$ cat src/include/clslc_pkg.sv
// constants, types and the function list of the configurable logic slice
// Function
// - The slice works in exactly one of four modes: logic, ripple, RAM or ROM.
// - In logic mode each four-input table is a 16-entry truth table giving any 4-input function.
// - The two tables of a slice join through a mux on a fifth input into a five-input table.
// - Six- to eight-input functions come from cascading outputs of other slices in the group.
// - Ripple mode gives a 2-bit adder, subtractor, up counter or down counter.
// - Ripple mode also compares A and B for greater-or-equal, not-equal and less-or-equal.
// - The fast carry configuration makes carry generate and propagate for chaining slices.
// - In RAM mode each table is a 16x1 memory, and tables and slices combine into bigger ones.
// - A dual-port memory pairs a read-write slice with a companion read-only slice.
// - ROM mode reads like RAM mode but has no write port; contents come from preloading.
package clslc_pkg;

  // ****************************************
  // sizes and reset values
  // ****************************************
  localparam int CLSLC_TABLE_INPUTS = 4;
  localparam int CLSLC_TABLE_DEPTH = 16;
  localparam int CLSLC_RIPPLE_WIDTH = 2;
  localparam logic [CLSLC_TABLE_DEPTH-1:0] CLSLC_TABLE_RESET = 16'h0000;

  // ****************************************
  // modes and ripple functions
  // ****************************************
  typedef enum logic [1:0] {
    CLSLC_MODE_LOGIC = 2'h0,
    CLSLC_MODE_RIPPLE = 2'h1,
    CLSLC_MODE_RAM = 2'h3,
    CLSLC_MODE_ROM = 2'h2
  } clslc_mode_e;

  typedef enum logic [2:0] {
    CLSLC_FN_ADD = 3'h0,
    CLSLC_FN_SUB = 3'h1,
    CLSLC_FN_UP = 3'h3,
    CLSLC_FN_DOWN = 3'h2,
    CLSLC_FN_GE = 3'h6,
    CLSLC_FN_NE = 3'h7,
    CLSLC_FN_LE = 3'h5
  } clslc_fn_e;

  // ****************************************
  // carriers
  // ****************************************
  typedef struct packed {
    logic [CLSLC_RIPPLE_WIDTH-1:0] a;
    logic [CLSLC_RIPPLE_WIDTH-1:0] b;
    logic cin;
    clslc_fn_e fn;
    logic fast_carry_config;
  } clslc_ripple_in_s;

  typedef struct packed {
    logic [CLSLC_RIPPLE_WIDTH-1:0] sum;
    logic cout;
    logic cmp;
    logic gen;
    logic prop;
  } clslc_ripple_out_s;

  typedef struct packed {
    logic we;
    logic [CLSLC_TABLE_INPUTS-1:0] waddr;
    logic [1:0] wdata;
  } clslc_write_s;

endpackage

$ cat src/logic/clslc_four_input_table.sv
// one four-input table: preloadable 16x1 store with direct read
`timescale 1ns/1ps
module clslc_four_input_table
  import clslc_pkg::*;
#(
  parameter int DEPTH = CLSLC_TABLE_DEPTH,
  parameter int AW = CLSLC_TABLE_INPUTS
)
(
  input wire logic clk,
  input wire logic rst,
  input wire logic [DEPTH-1:0] init,
  input wire logic [AW-1:0] raddr,
  input wire logic we,
  input wire logic [AW-1:0] waddr,
  input wire logic wdata,
  output logic rdata,
  output logic [DEPTH-1:0] contents
);

  import clslc_pkg::*;

  typedef struct packed {
    logic [DEPTH-1:0] bits;
  } clslc_table_s;

  clslc_table_s state;
  clslc_table_s next_state;

  // ****************************************
  // store
  // ****************************************
  always_comb
  begin
    next_state = state;
    if (rst)
    begin
      next_state.bits = init;
    end
    else if (we)
    begin
      next_state.bits[waddr] = wdata;
    end
  end

  always_ff @(posedge clk)
  begin
    state <= next_state;
  end

  // read is a plain mux of the stored bits
  assign rdata = state.bits[raddr];
  assign contents = state.bits;

endmodule

$ cat src/logic/clslc_slice.sv
// configurable slice: two four-input tables, five-input mux, cascade, ripple and memory modes
`timescale 1ns/1ps
module clslc_slice
  import clslc_pkg::*;
#(
  parameter int DEPTH = CLSLC_TABLE_DEPTH,
  parameter int AW = CLSLC_TABLE_INPUTS,
  parameter int RW = CLSLC_RIPPLE_WIDTH
)
(
  input wire logic clk,
  input wire logic rst,
  input wire clslc_pkg::clslc_mode_e mode,
  input wire logic [DEPTH-1:0] init0,
  input wire logic [DEPTH-1:0] init1,
  input wire logic [AW-1:0] in0,
  input wire logic [AW-1:0] in1,
  input wire logic sel5,
  input wire logic cascade_sel,
  input wire logic cascade_in,
  input wire clslc_pkg::clslc_write_s wr,
  input wire logic companion_read,
  input wire logic [2*DEPTH-1:0] companion_contents,
  input wire clslc_pkg::clslc_ripple_in_s rip_in,
  output logic [1:0] table_out,
  output logic five_input_table,
  output logic cascade_out,
  output logic [2*DEPTH-1:0] shared_contents,
  output clslc_pkg::clslc_ripple_out_s rip_out
);

  import clslc_pkg::*;

  // ****************************************
  // mode decode
  // ****************************************
  logic mem_mode;
  logic write_ok;
  logic [1:0] own_rd;
  logic [1:0] comp_rd;
  logic [DEPTH-1:0] own_bits0;
  logic [DEPTH-1:0] own_bits1;
  logic [DEPTH-1:0] comp_bits0;
  logic [DEPTH-1:0] comp_bits1;

  // only one mode is ever live; ripple, write and companion paths are gated by their own decode, the table read is the default
  assign mem_mode = (mode == CLSLC_MODE_RAM) || (mode == CLSLC_MODE_ROM);
  // rom shares the ram read path but never sees a write strobe
  assign write_ok = wr.we && (mode == CLSLC_MODE_RAM);

  // ****************************************
  // the two tables
  // ****************************************
  clslc_four_input_table #(
    .DEPTH(DEPTH),
    .AW(AW)
  ) u_table0 (
    .clk(clk),
    .rst(rst),
    .init(init0),
    .raddr(in0),
    .we(write_ok),
    .waddr(wr.waddr),
    .wdata(wr.wdata[0]),
    .rdata(own_rd[0]),
    .contents(own_bits0)
  );

  clslc_four_input_table #(
    .DEPTH(DEPTH),
    .AW(AW)
  ) u_table1 (
    .clk(clk),
    .rst(rst),
    .init(init1),
    .raddr(in1),
    .we(write_ok),
    .waddr(wr.waddr),
    .wdata(wr.wdata[1]),
    .rdata(own_rd[1]),
    .contents(own_bits1)
  );

  // ****************************************
  // dual-port read through the companion
  // ****************************************
  assign shared_contents = {own_bits1, own_bits0};
  assign comp_bits0 = companion_contents[DEPTH-1:0];
  assign comp_bits1 = companion_contents[2*DEPTH-1:DEPTH];
  assign comp_rd[0] = comp_bits0[in0];
  assign comp_rd[1] = comp_bits1[in1];

  // ****************************************
  // table outputs, five-input mux, cascade
  // ****************************************
  always_comb
  begin
    table_out = own_rd;
    // rom reads its own preloaded tables unless the companion port is picked
    if (mem_mode && companion_read)
    begin
      // read-only port: this slice never writes what it reads here
      table_out = comp_rd;
    end
    else if (mode == CLSLC_MODE_RIPPLE)
    begin
      table_out = 2'h0;
    end
  end

  // fifth input picks a table; in memory mode this makes a 32x1 read
  assign five_input_table = sel5 ? table_out[1] : table_out[0];
  // a neighbour's output feeds in; each level of chaining adds one input
  assign cascade_out = cascade_sel ? cascade_in : five_input_table;

  // ****************************************
  // ripple arithmetic
  // ****************************************
  logic [RW:0] add_res;
  logic [RW:0] sub_res;
  logic [RW:0] up_res;
  logic [RW:0] down_res;
  logic [RW:0] res;
  logic [RW-1:0] p_bits;
  logic [RW-1:0] g_bits;
  logic ripple_on;

  assign ripple_on = (mode == CLSLC_MODE_RIPPLE);
  // subtraction uses carry-in as not-borrow so slices chain like adders
  assign add_res = {1'b0, rip_in.a} + {1'b0, rip_in.b} + {{RW{1'b0}}, rip_in.cin};
  assign sub_res = {1'b0, rip_in.a} + {1'b0, ~rip_in.b} + {{RW{1'b0}}, rip_in.cin};
  // counters step by the incoming carry so a chain counts as one
  assign up_res = {1'b0, rip_in.a} + {{RW{1'b0}}, rip_in.cin};
  assign down_res = {1'b0, rip_in.a} + {1'b0, {RW{1'b1}}} + {{RW{1'b0}}, ~rip_in.cin};

  always_comb
  begin
    res = '0;
    p_bits = '0;
    g_bits = '0;
    unique case (rip_in.fn)
      CLSLC_FN_ADD:
      begin
        res = add_res;
        p_bits = rip_in.a ^ rip_in.b;
        g_bits = rip_in.a & rip_in.b;
      end
      CLSLC_FN_SUB:
      begin
        res = sub_res;
        p_bits = rip_in.a ^ ~rip_in.b;
        g_bits = rip_in.a & ~rip_in.b;
      end
      CLSLC_FN_UP:
      begin
        res = up_res;
        p_bits = rip_in.a;
        g_bits = '0;
      end
      CLSLC_FN_DOWN:
      begin
        res = down_res;
        p_bits = ~rip_in.a;
        g_bits = '0;
      end
      CLSLC_FN_GE, CLSLC_FN_NE, CLSLC_FN_LE:
      begin
        res = '0;
      end
      default:
      begin
        res = '0;
      end
    endcase
  end

  // ****************************************
  // operand compare
  // ****************************************
  logic cmp_res;

  // compare codes never drive the sum, so the flag is kept apart from the adder
  always_comb
  begin
    cmp_res = 1'b0;
    unique case (rip_in.fn)
      CLSLC_FN_GE:
      begin
        cmp_res = (rip_in.a >= rip_in.b);
      end
      CLSLC_FN_NE:
      begin
        cmp_res = (rip_in.a != rip_in.b);
      end
      CLSLC_FN_LE:
      begin
        cmp_res = (rip_in.a <= rip_in.b);
      end
      default:
      begin
        cmp_res = 1'b0;
      end
    endcase
  end

  always_comb
  begin
    rip_out = '0;
    if (ripple_on)
    begin
      rip_out.sum = res[RW-1:0];
      rip_out.cout = res[RW];
      rip_out.cmp = cmp_res;
      if (rip_in.fast_carry_config)
      begin
        // slice-level terms let a lookahead stage skip the ripple
        rip_out.gen = g_bits[1] | (p_bits[1] & g_bits[0]);
        rip_out.prop = &p_bits;
      end
    end
  end

endmodule

$ cat config.mk
export PLATFORM = sky130hd
export DESIGN_NAME = clslc_slice
export DESIGN_NICKNAME = d
export VERILOG_FILES = /design/src/include/clslc_pkg.sv /design/src/logic/clslc_four_input_table.sv /design/src/logic/clslc_slice.sv
export SDC_FILE = /design/constraint.sdc
export NUM_CORES = 1
export LEC_CHECK = 0
export ABC_AREA = 1
export BUFFER_PORTS_ARGS = -buffer_cell sky130_fd_sc_hd__buf_2
export CAP_MARGIN = 15
export CORE_ASPECT_RATIO = 0.6
export CORE_MARGIN = 2
export CORE_UTILIZATION = 49
export DETAILED_ROUTE_END_ITERATION = 10
export MAX_ROUTING_LAYER = met4
export PLACE_DENSITY = 0.92
export REMOVE_ABC_BUFFERS = 1
export SETUP_SLACK_MARGIN = 0.02
export SLEW_MARGIN = 10
export SYNTH_ARGS = -nofsm -noshare
export SYNTH_HDL_FRONTEND = slang
export SYNTH_HIERARCHICAL = 1
export SYNTH_SLANG_ARGS = --single-unit
$ cat constraint.sdc
create_clock -name clk -period 1.79 [get_ports clk]
set_input_delay 0.179 -clock clk [delete_from_list [all_inputs] [get_ports clk]]
set_output_delay 0.179 -clock clk [all_outputs]
set_load 0.005 [all_outputs]
==> flow_summary.toml, run 1 <==
[status]
status = "finished with violations"
violations = "setup timing"

[sta]
fmax_ghz = 0.5509
setup_ws_ns = -0.02532
worst_slew_margin_rel_pct = 61.57
finalCritPeriodShare_pct = 101.4
finalHoldViolations = 0
worstMarginPinSlew_ns = 0.5758
fin_hold_ws_ns = 0.1686
finalCriticalPeriod_ns = 1.815
slew_viol_final = 0
rsz0062_at_grt = "true"
final-setup-viol-count = 1

[routing]
drc = 0
postRouteAntennaNets = 0
viasPerCell = 5.112
first_iter_violations = 265
vias = 3691
totalWireLength_mm = 9.517
wire_per_inst_um = 13.18
dr.pass1.iters = 5

[worst_setup_path]
path_buf_inv = 3
critPathRequiredTime_ns = 1.61
worstSetupPathType = "primary input to output pin"
cp_top_family = "adder cells"
worst_setup_path_start_kind = "primary input"
worstPathMaxFanout = 3
slowest_delay_ns = 0.41
critPathArrivalTime_ns = 1.64
end_kind = "output pin"
cpMaxStageDelayCell = "fa_1"
crit_chain = "buf_8 -> fa_2 -> inv_2 -> fa_1 -> nand3_1 -> o21ai_1 -> a211oi_2 -> nor2_1 -> buf_2"

[die]
die_x_um = 109.9
fp.dieArea_um2 = 7422
die_h_um = 67.54
fp-row-count = 23
core_area_um2 = 6590
initial_core_util_pct = 50.03
pin_count = 138

[clock_tree]
h-tree-depth = 2
path_clk_slew_ns = 0.06
cts_root_buf = "clkbuf_8"
numCtsBuffers = 5
clk_path_buf_depth = 2
cts_tree = "done"
ctsHoldBuffers = 0
cts_sinks = 32

[layout]
finalNetCount = 743
layout-drive-gt1-share_pct = 36.06
regArea_um2 = 960.9
mostFrequentLayoutCells = "nand2_1, buf_2, inv_1"
antennaDiodeCount = 0
layout_commonest_cell = "nand2_1"
utilization_pct = 64.21
multi_input_area_um2 = 1891
final.fill_count = 605
syn_to_final_growth_pct = 28.35

[synthesis]
ys_ff_latch = 32
seq_area_frac_synth_pct = 29.15
synth_cell_types = 36
synthesis.area_um2 = 3297
yosysWarnings = 6
syn_inst = 490
syn_avg_cell_area_um2 = 6.728

[worst_hold_path]
min_to = "u_table0/contents[11]"
hp-class = "primary input to flop"
hold_depth = 3
hold_start = "init0[11]"

[pwr]
peakVddDrop_v = 0.0004879
power_density_nw_per_um2 = 528.2
p_leak_uw = 0.002255

[placed_design]
routabilityCongestion = 0.9877
dp.final_hpwl_mm = 7.565
port_buffers = 137

[job]
maxCapViolCount = 0

[grt]
grt-ovfl-total = 0
grt_max_degree = 25
grt_pass1_vias = 3202
grt_pass1_wl_mm = 14.43
antenna_found_initial = 0
grt_use_total_pct = 25.88
logic make-up (layout without fill, tap and decap cells):
logic type / after synthesis / after routing / synth area share [%]
AND/OR/NAND/NOR: 262 / 262 / 34.72
XOR/XNOR: 2 / 2 / 0.5314
AO/OA/AOI/OAI: 76 / 76 / 14.91
adder cells (fa/ha/maj): 13 / 13 / 5.845
buffers and inverters: 105 / 250 / 14.84
flip-flops: 32 / 32 / 29.15
report_power, final:
part           switching (uW)  leakage (uW)  internal, uW
Clock                     255     0.0000399           270
Combinational             441       0.00191           327
Sequential               42.3      0.000309           900
Total                     738       0.00226          1500
synth_stat cells:
master	n	share of area [%]
nor3_1	1	0.15
nor3b_1	1	0.23
ha_1	9	3.4
nor3_2	1	0.30
edfxtp_1	32	29
inv_1	78	8.9
o221ai_1	1	0.27
o211ai_1	1	0.23
and3_1	1	0.19
nor2_4	2	0.68
xor2_1	2	0.53
buf_6	8	2.7
nand2_1	176	20
nand2_2	2	0.38
nand3_1	47	7.1
o21ai_1	29	4.4
clkbuf_2	2	0.30
and2_1	1	0.19
nand3_2	4	1.2
inv_6	1	0.27
buf_2	4	0.61
a21oi_1	1	0.15
nor2_2	7	1.3
inv_8	2	0.68
a221oi_1	1	0.27
inv_4	3	0.57
clkinv_1	1	0.11
nor2_1	16	1.8
fa_1	4	2.4
inv_2	6	0.68
o21ai_2	25	6.6
o21bai_1	1	0.23
a211oi_1	2	0.46
o21ai_0	15	2.3
nor3b_2	1	0.38
nand2_4	2	0.68
metal layers:
| layer | track usage, % | share of wire [%] | up-vias |
|---|---|---|---|
| met3 | 4.151 | 8.9 | 13 |
| met1 | 33.69 | 43 | 1643 |
| met2 | 42.25 | 47 | 180 |
| met4 | 6.962 | 1.2 | 0 |
| met5 | - | 0 | - |
| li1 | - | - | 1855 |
registers in the layout, indices dropped and copies added (netlist names):
register,count
u_table0/contents,16
u_table1/contents,16
timing repair:
action / in CTS / in global routing
setup buffers: 4 / 1
gates resized for setup: 16 / 10
endpoints found under the setup margin: 4 / 7
endpoints found under the hold margin: 0 / 0
pin swaps: 10 / 8
area by class of cell:
type | instances | area share, %
tap | 87 | 2.572
multi-input combinational | 353 | 44.68
timing repair buffer | 151 | 19.37
inverter | 91 | 8.782
sequential | 32 | 22.71
clock buffer | 7 | 1.804
clock inverter | 1 | 0.08870
stage by stage:
stage	cell area, um^2	setup WS [ns]	power, uW	setup TNS (ns)	instances
after global placement	4039	-0.1164	1636	-0.1164	709
after floorplan	3177	0.1296	1318	0	476
after detailed placement	4039	-0.1794	1668	-0.1899	709
after CTS	4188	-0.08669	2211	-0.08669	721
after global routing	4232	-0.1072	2366	-0.3883	722
final	4232	-0.02532	2235	-0.02532	722
worst max-delay path by stage:
stage,startpoint,cells past startpoint,end
floorplan,rip_in[4],8,rip_out[5]
global placement,rip_in[4],10,rip_out[5]
detailed placement,rip_in[4],10,rip_out[5]
CTS,rip_in[5],9,rip_out[5]
global route,u_table0/contents[5],10,five_input_table
finish,rip_in[5],9,rip_out[5]
Note: power is estimated with default switching activity, not from simulation.
==> run 2, diff against run 1 <==
CORE_ASPECT_RATIO = 1.5   (was 0.6)
==> run 2 against run 1 <==
Effect of this change: the flow still finishes with violations (setup timing); sequential share of layout area fell by 0.42 points; combinational power rose by 2%; highest routed layer unchanged; clock power rose by 2%; largest cell class unchanged; first-iteration DRC count fell by 26%; final area rose by 1.9%; cell count fell by 0.28%; largest power group unchanged; clock-buffer cell count fell by 2.
==> flow_summary.toml, run 2 (synthesis gave the netlist of run 1 again) <==
[sta]
rsz0062_at_grt = "true"
fmax_ghz = 0.5333
worstMarginPinSlew_ns = 0.4628
finalCritPeriodShare_pct = 104.8
finalHoldViolations = 0
setup_ws_ns = -0.08517
finalCriticalPeriod_ns = 1.875
final-setup-viol-count = 1
slew_viol_final = 0
worst_slew_margin_rel_pct = 69.11

[worst_setup_path]
critPathArrivalTime_ns = 1.70
cp.depth = 9
slowest_delay_ns = 0.42
end_kind = "output pin"
cpMaxStageDelayCell = "fa_1"
worstSetupPathType = "primary input to output pin"
worst_setup_path_start_kind = "primary input"
crit_chain = "buf_8 -> fa_2 -> inv_2 -> fa_1 -> nand3_1 -> o21ai_1 -> a211oi_2 -> nor2_1 -> buf_2"
critPathRequiredTime_ns = 1.61
path_buf_inv = 3
worstPathMaxFanout = 3
cp_top_family = "adder cells"

[clock_tree]
cts_root_buf = "clkbuf_8"
h-tree-depth = 2
numCtsBuffers = 5
cts_sinks = 32
clk_path_buf_depth = 2
ctsHoldBuffers = 0
path_clk_slew_ns = 0.06
cts_tree = "done"

[die]
fp-row-count = 36
initial_core_util_pct = 50.83
die_x_um = 70.98
core_area_um2 = 6486
pin_count = 138
die_h_um = 104.5
fp.dieArea_um2 = 7414

[pwr]
total_power_uw = 2256
p_leak_uw = 0.002314
power_density_nw_per_um2 = 523.3
peakVddDrop_v = 0.0006159

[grt]
grt_pass1_vias = 3685
grt_pass1_wl_mm = 15.30
grt_use_total_pct = 25.92
grt-ovfl-total = 0
antenna_found_initial = 0
grt_max_degree = 23

[layout]
utilization_pct = 66.47
finalNetCount = 752
layout-drive-gt1-share_pct = 37.73
mostFrequentLayoutCells = "nand2_1, buf_2, inv_1"
final.fill_count = 539
finalInstanceArea_um2 = 4312
antennaDiodeCount = 0
syn_to_final_growth_pct = 30.78
layout_commonest_cell = "nand2_1"

[routing]
vias = 3737
postRouteAntennaNets = 0
viasPerCell = 5.190
totalWireLength_mm = 9.410
wire_per_inst_um = 13.07
first_iter_violations = 195
drc = 0
dr.pass1.iters = 5

[worst_hold_path]
hold_depth = 3
hp-class = "primary input to flop"

[status]
violations = "setup timing"
status = "finished with violations"

[placed_design]
routabilityCongestion = 1.086
dp.final_hpwl_mm = 7.464
port_buffers = 137
placed_cell_area_um2 = 4055

[job]
maxCapViolCount = 0
[run 2: changes by cell type in the layout (fill, tap and decap cells not counted), moves of 3 or more]
cell	delta
buf_4	+9
nand3_1	-4
nand3_2	+4
inv_1	+3
[run 2: timing repair]
item,CTS,global route
endpoints found under the setup margin,5,6
resized for setup,13,16
pin swaps,5,14
setup buffers,6,4
[run 2: final timing paths]
check | start | to
worst max-delay path | rip_in[5] | rip_out[5]
worst min-delay path | init0[9] | u_table0/contents[9]
[run 2: worst min-delay path, cell delays in order]
cell and delay [ns]:
buf_2 0.08, nand2_1 0.05, o21ai_2 0.05
[run 2: routing by layer]
metal | vias up | global-route usage [%] | wire length (um)
met5 | - | - | 0
met4 | 0 | 12.13 | 280
met3 | 29 | 2.132 | 543
met2 | 170 | 49.60 | 5215
met1 | 1675 | 25.51 | 3372
li1 | 1863 | - | -
[run 2: where the power goes]
| group | leakage [uW] | internal (uW) | total (uW) | switching, uW |
|---|---|---|---|---|
| logic | 0.00196 | 343 | 786 | 443 |
| clock network | 0.0000453 | 263 | 537 | 273 |
| registers | 0.000309 | 899 | 934 | 34.9 |
| total | 0.00231 | 1510 | 2260 | 751 |
[run 2: metrics by stage]
step           hold slack [ns]  setup WS, ns   TNS, ns  std cells
4_1_cts                 0.1591       -0.1129   -0.1129        716
6_report                0.1673      -0.08517  -0.08517        720
5_1_grt                 0.1762       -0.1102   -0.1812        720
3_5_place_dp            0.4587       -0.1848   -0.1957        702
3_3_place_gp            0.4571       -0.1015   -0.1015        702
2_1_floorplan           0.3661        0.1296         0        476
[run 2: cell type report]
class,count,area [um^2],area share (%)
inverter,91,369.1,8.561
clock buffer,5,68.82,1.596
clock inverter,3,13.76,0.3192
sequential,32,960.9,22.29
multi-input combinational,353,1917,44.46
tap,76,95.09,2.205
timing repair buffer,160,887.1,20.57
==> run 3, diff against run 2 <==
==> constraint.sdc (replaced) <==
create_clock -name clk -period 1.79 [get_ports clk]
set_input_delay 0.537 -clock clk [delete_from_list [all_inputs] [get_ports clk]]
set_output_delay 0.537 -clock clk [all_outputs]
set_load 0.005 [all_outputs]
==> run 3 against run 2 <==
Effect of this change: the run still ends with setup timing left; sequential power about the same; non-clock buffer count increased by 36; via count increased by 8.8%; flip-flop and latch count unchanged; final area increased by 13%; critical path type unchanged; critical endpoint unchanged.
==> flow_summary.toml, run 3 (synthesis gave the netlist of run 1 again) <==
[status]
status = "finished with violations"
violations = "setup timing"

[layout]
antennaDiodeCount = 0
layout_commonest_cell = "nand2_1"
final.fill_count = 470
utilization_pct = 75.17
stdcell_count = 756
mostFrequentLayoutCells = "nand2_1, buf_2, inv_1"
layout-drive-gt1-share_pct = 45.59
finalNetCount = 788
syn_to_final_growth_pct = 47.89

[grt]
grt-ovfl-total = 0
grt_pass1_wl_mm = 17.51
antenna_found_initial = 0
grt_pass1_vias = 3964
grt_max_degree = 23
grt_use_total_pct = 29.94

[pwr]
total_power_uw = 2617
p_leak_uw = 0.002563
power_density_nw_per_um2 = 536.7
peakVddDrop_v = 0.0005356

[placed_design]
dp.cells = 743
port_buffers = 137
routabilityCongestion = 1.061
dp.final_hpwl_mm = 8.007
pre_cts_ws_ns = -0.8677

[clock_tree]
ctsHoldBuffers = 0
numCtsBuffers = 5
clk_path_buf_depth = 2
h-tree-depth = 2
cts_sinks = 32
path_clk_slew_ns = 0.07
cts_root_buf = "clkbuf_8"
cts_tree = "done"

[die]
fp.dieArea_um2 = 7414
pin_count = 138
initial_core_util_pct = 50.83
core_area_um2 = 6486
die_h_um = 104.5
die_x_um = 70.98
fp-row-count = 36

[worst_hold_path]
hp-class = "primary input to flop"

[worst_setup_path]
worstPathMaxFanout = 3
worstSetupPathType = "primary input to output pin"
critPathArrivalTime_ns = 2.00
end_kind = "output pin"
worst_setup_path_start_kind = "primary input"
critPathRequiredTime_ns = 1.25

[sta]
fmax_ghz = 0.3938
finalCritPeriodShare_pct = 141.9
fin_hold_ws_ns = 0.5126
rsz0062_at_grt = "true"
final-setup-viol-count = 10
finalHoldViolations = 0
worstMarginPinSlew_ns = 0.6111
slew_viol_final = 0
setup_ws_ns = -0.7494
worst_slew_margin_rel_pct = 59.21
finalCriticalPeriod_ns = 2.539

[routing]
drc = 0
dr.pass1.iters = 5
first_iter_violations = 291
vias = 4065
postRouteAntennaNets = 0
wire_per_inst_um = 15.01
viasPerCell = 5.377
totalWireLength_mm = 11.35

[job]
maxCapViolCount = 0
run 3: cell types whose count changed in the layout (fill, tap and decap cells not counted), sizes merged:
| cell | delta |
|---|---|
| clkinv | -1 |
| bufbuf | +1 |
| buf | +35 |
| bufinv | +1 |
| inv | -1 |
| clkinvlp | +1 |
run 3: report_power, final:
part,internal (uW),switching [uW]
logic,458,517
registers,899,34.8
clock network,412,297
run 3: routing by layer:
metal | global-route usage, % | part of all wire [%] | vias up
met2 | 56.28 | 55 | 244
met5 | - | 0 | -
met3 | 3.101 | 6.8 | 45
met1 | 30.36 | 34 | 1846
met4 | 13.21 | 4.2 | 0
li1 | - | - | 1930
run 3: area by class of cell:
class                   instances  area, um^2  area share [%]
multi-input cells             353        2019           41.42
clock buffers                   5       68.82           1.411
well taps                      76       95.09           1.950
flip-flops and latches         32       960.9           19.71
clock inverters                 3       42.54          0.8725
repair buffers                196        1285           26.35
inverters                      91       404.1           8.288
run 3: worst paths after layout:
kind / startpoint / depth (start not counted) / slack [ns] / to
worst max-delay path: rip_in[7] / 10 / -0.75 / rip_out[5]
worst min-delay path: init0[8] / 3 / 0.51 / u_table0/contents[8]
run 3: through the flow:
stage                     TNS (ns)  cell area, um^2
after CTS                   -4.384             4722
after floorplan             -2.112             3177
after global placement      -5.177             4375
final                       -4.966             4876
after detailed placement    -5.705             4375
after global routing        -5.536             4876
run 3: repair_timing:
| item | CTS | global route |
|---|---|---|
| pin swaps | 24 | 33 |
| cloned | 1 | 0 |
| gates resized for setup | 54 | 44 |
| setup buffers | 3 | 2 |
| setup endpoints to repair | 10 | 10 |
run 3: worst max-delay path: stages:
cell and delay [ns]:
buf_8 0.08, inv_6 0.04, fa_2 0.38, inv_2 0.07
fa_1 0.38, nand3_1 0.11, o21ai_1 0.09, a211oi_2 0.15
nor2_1 0.06, buf_2 0.12
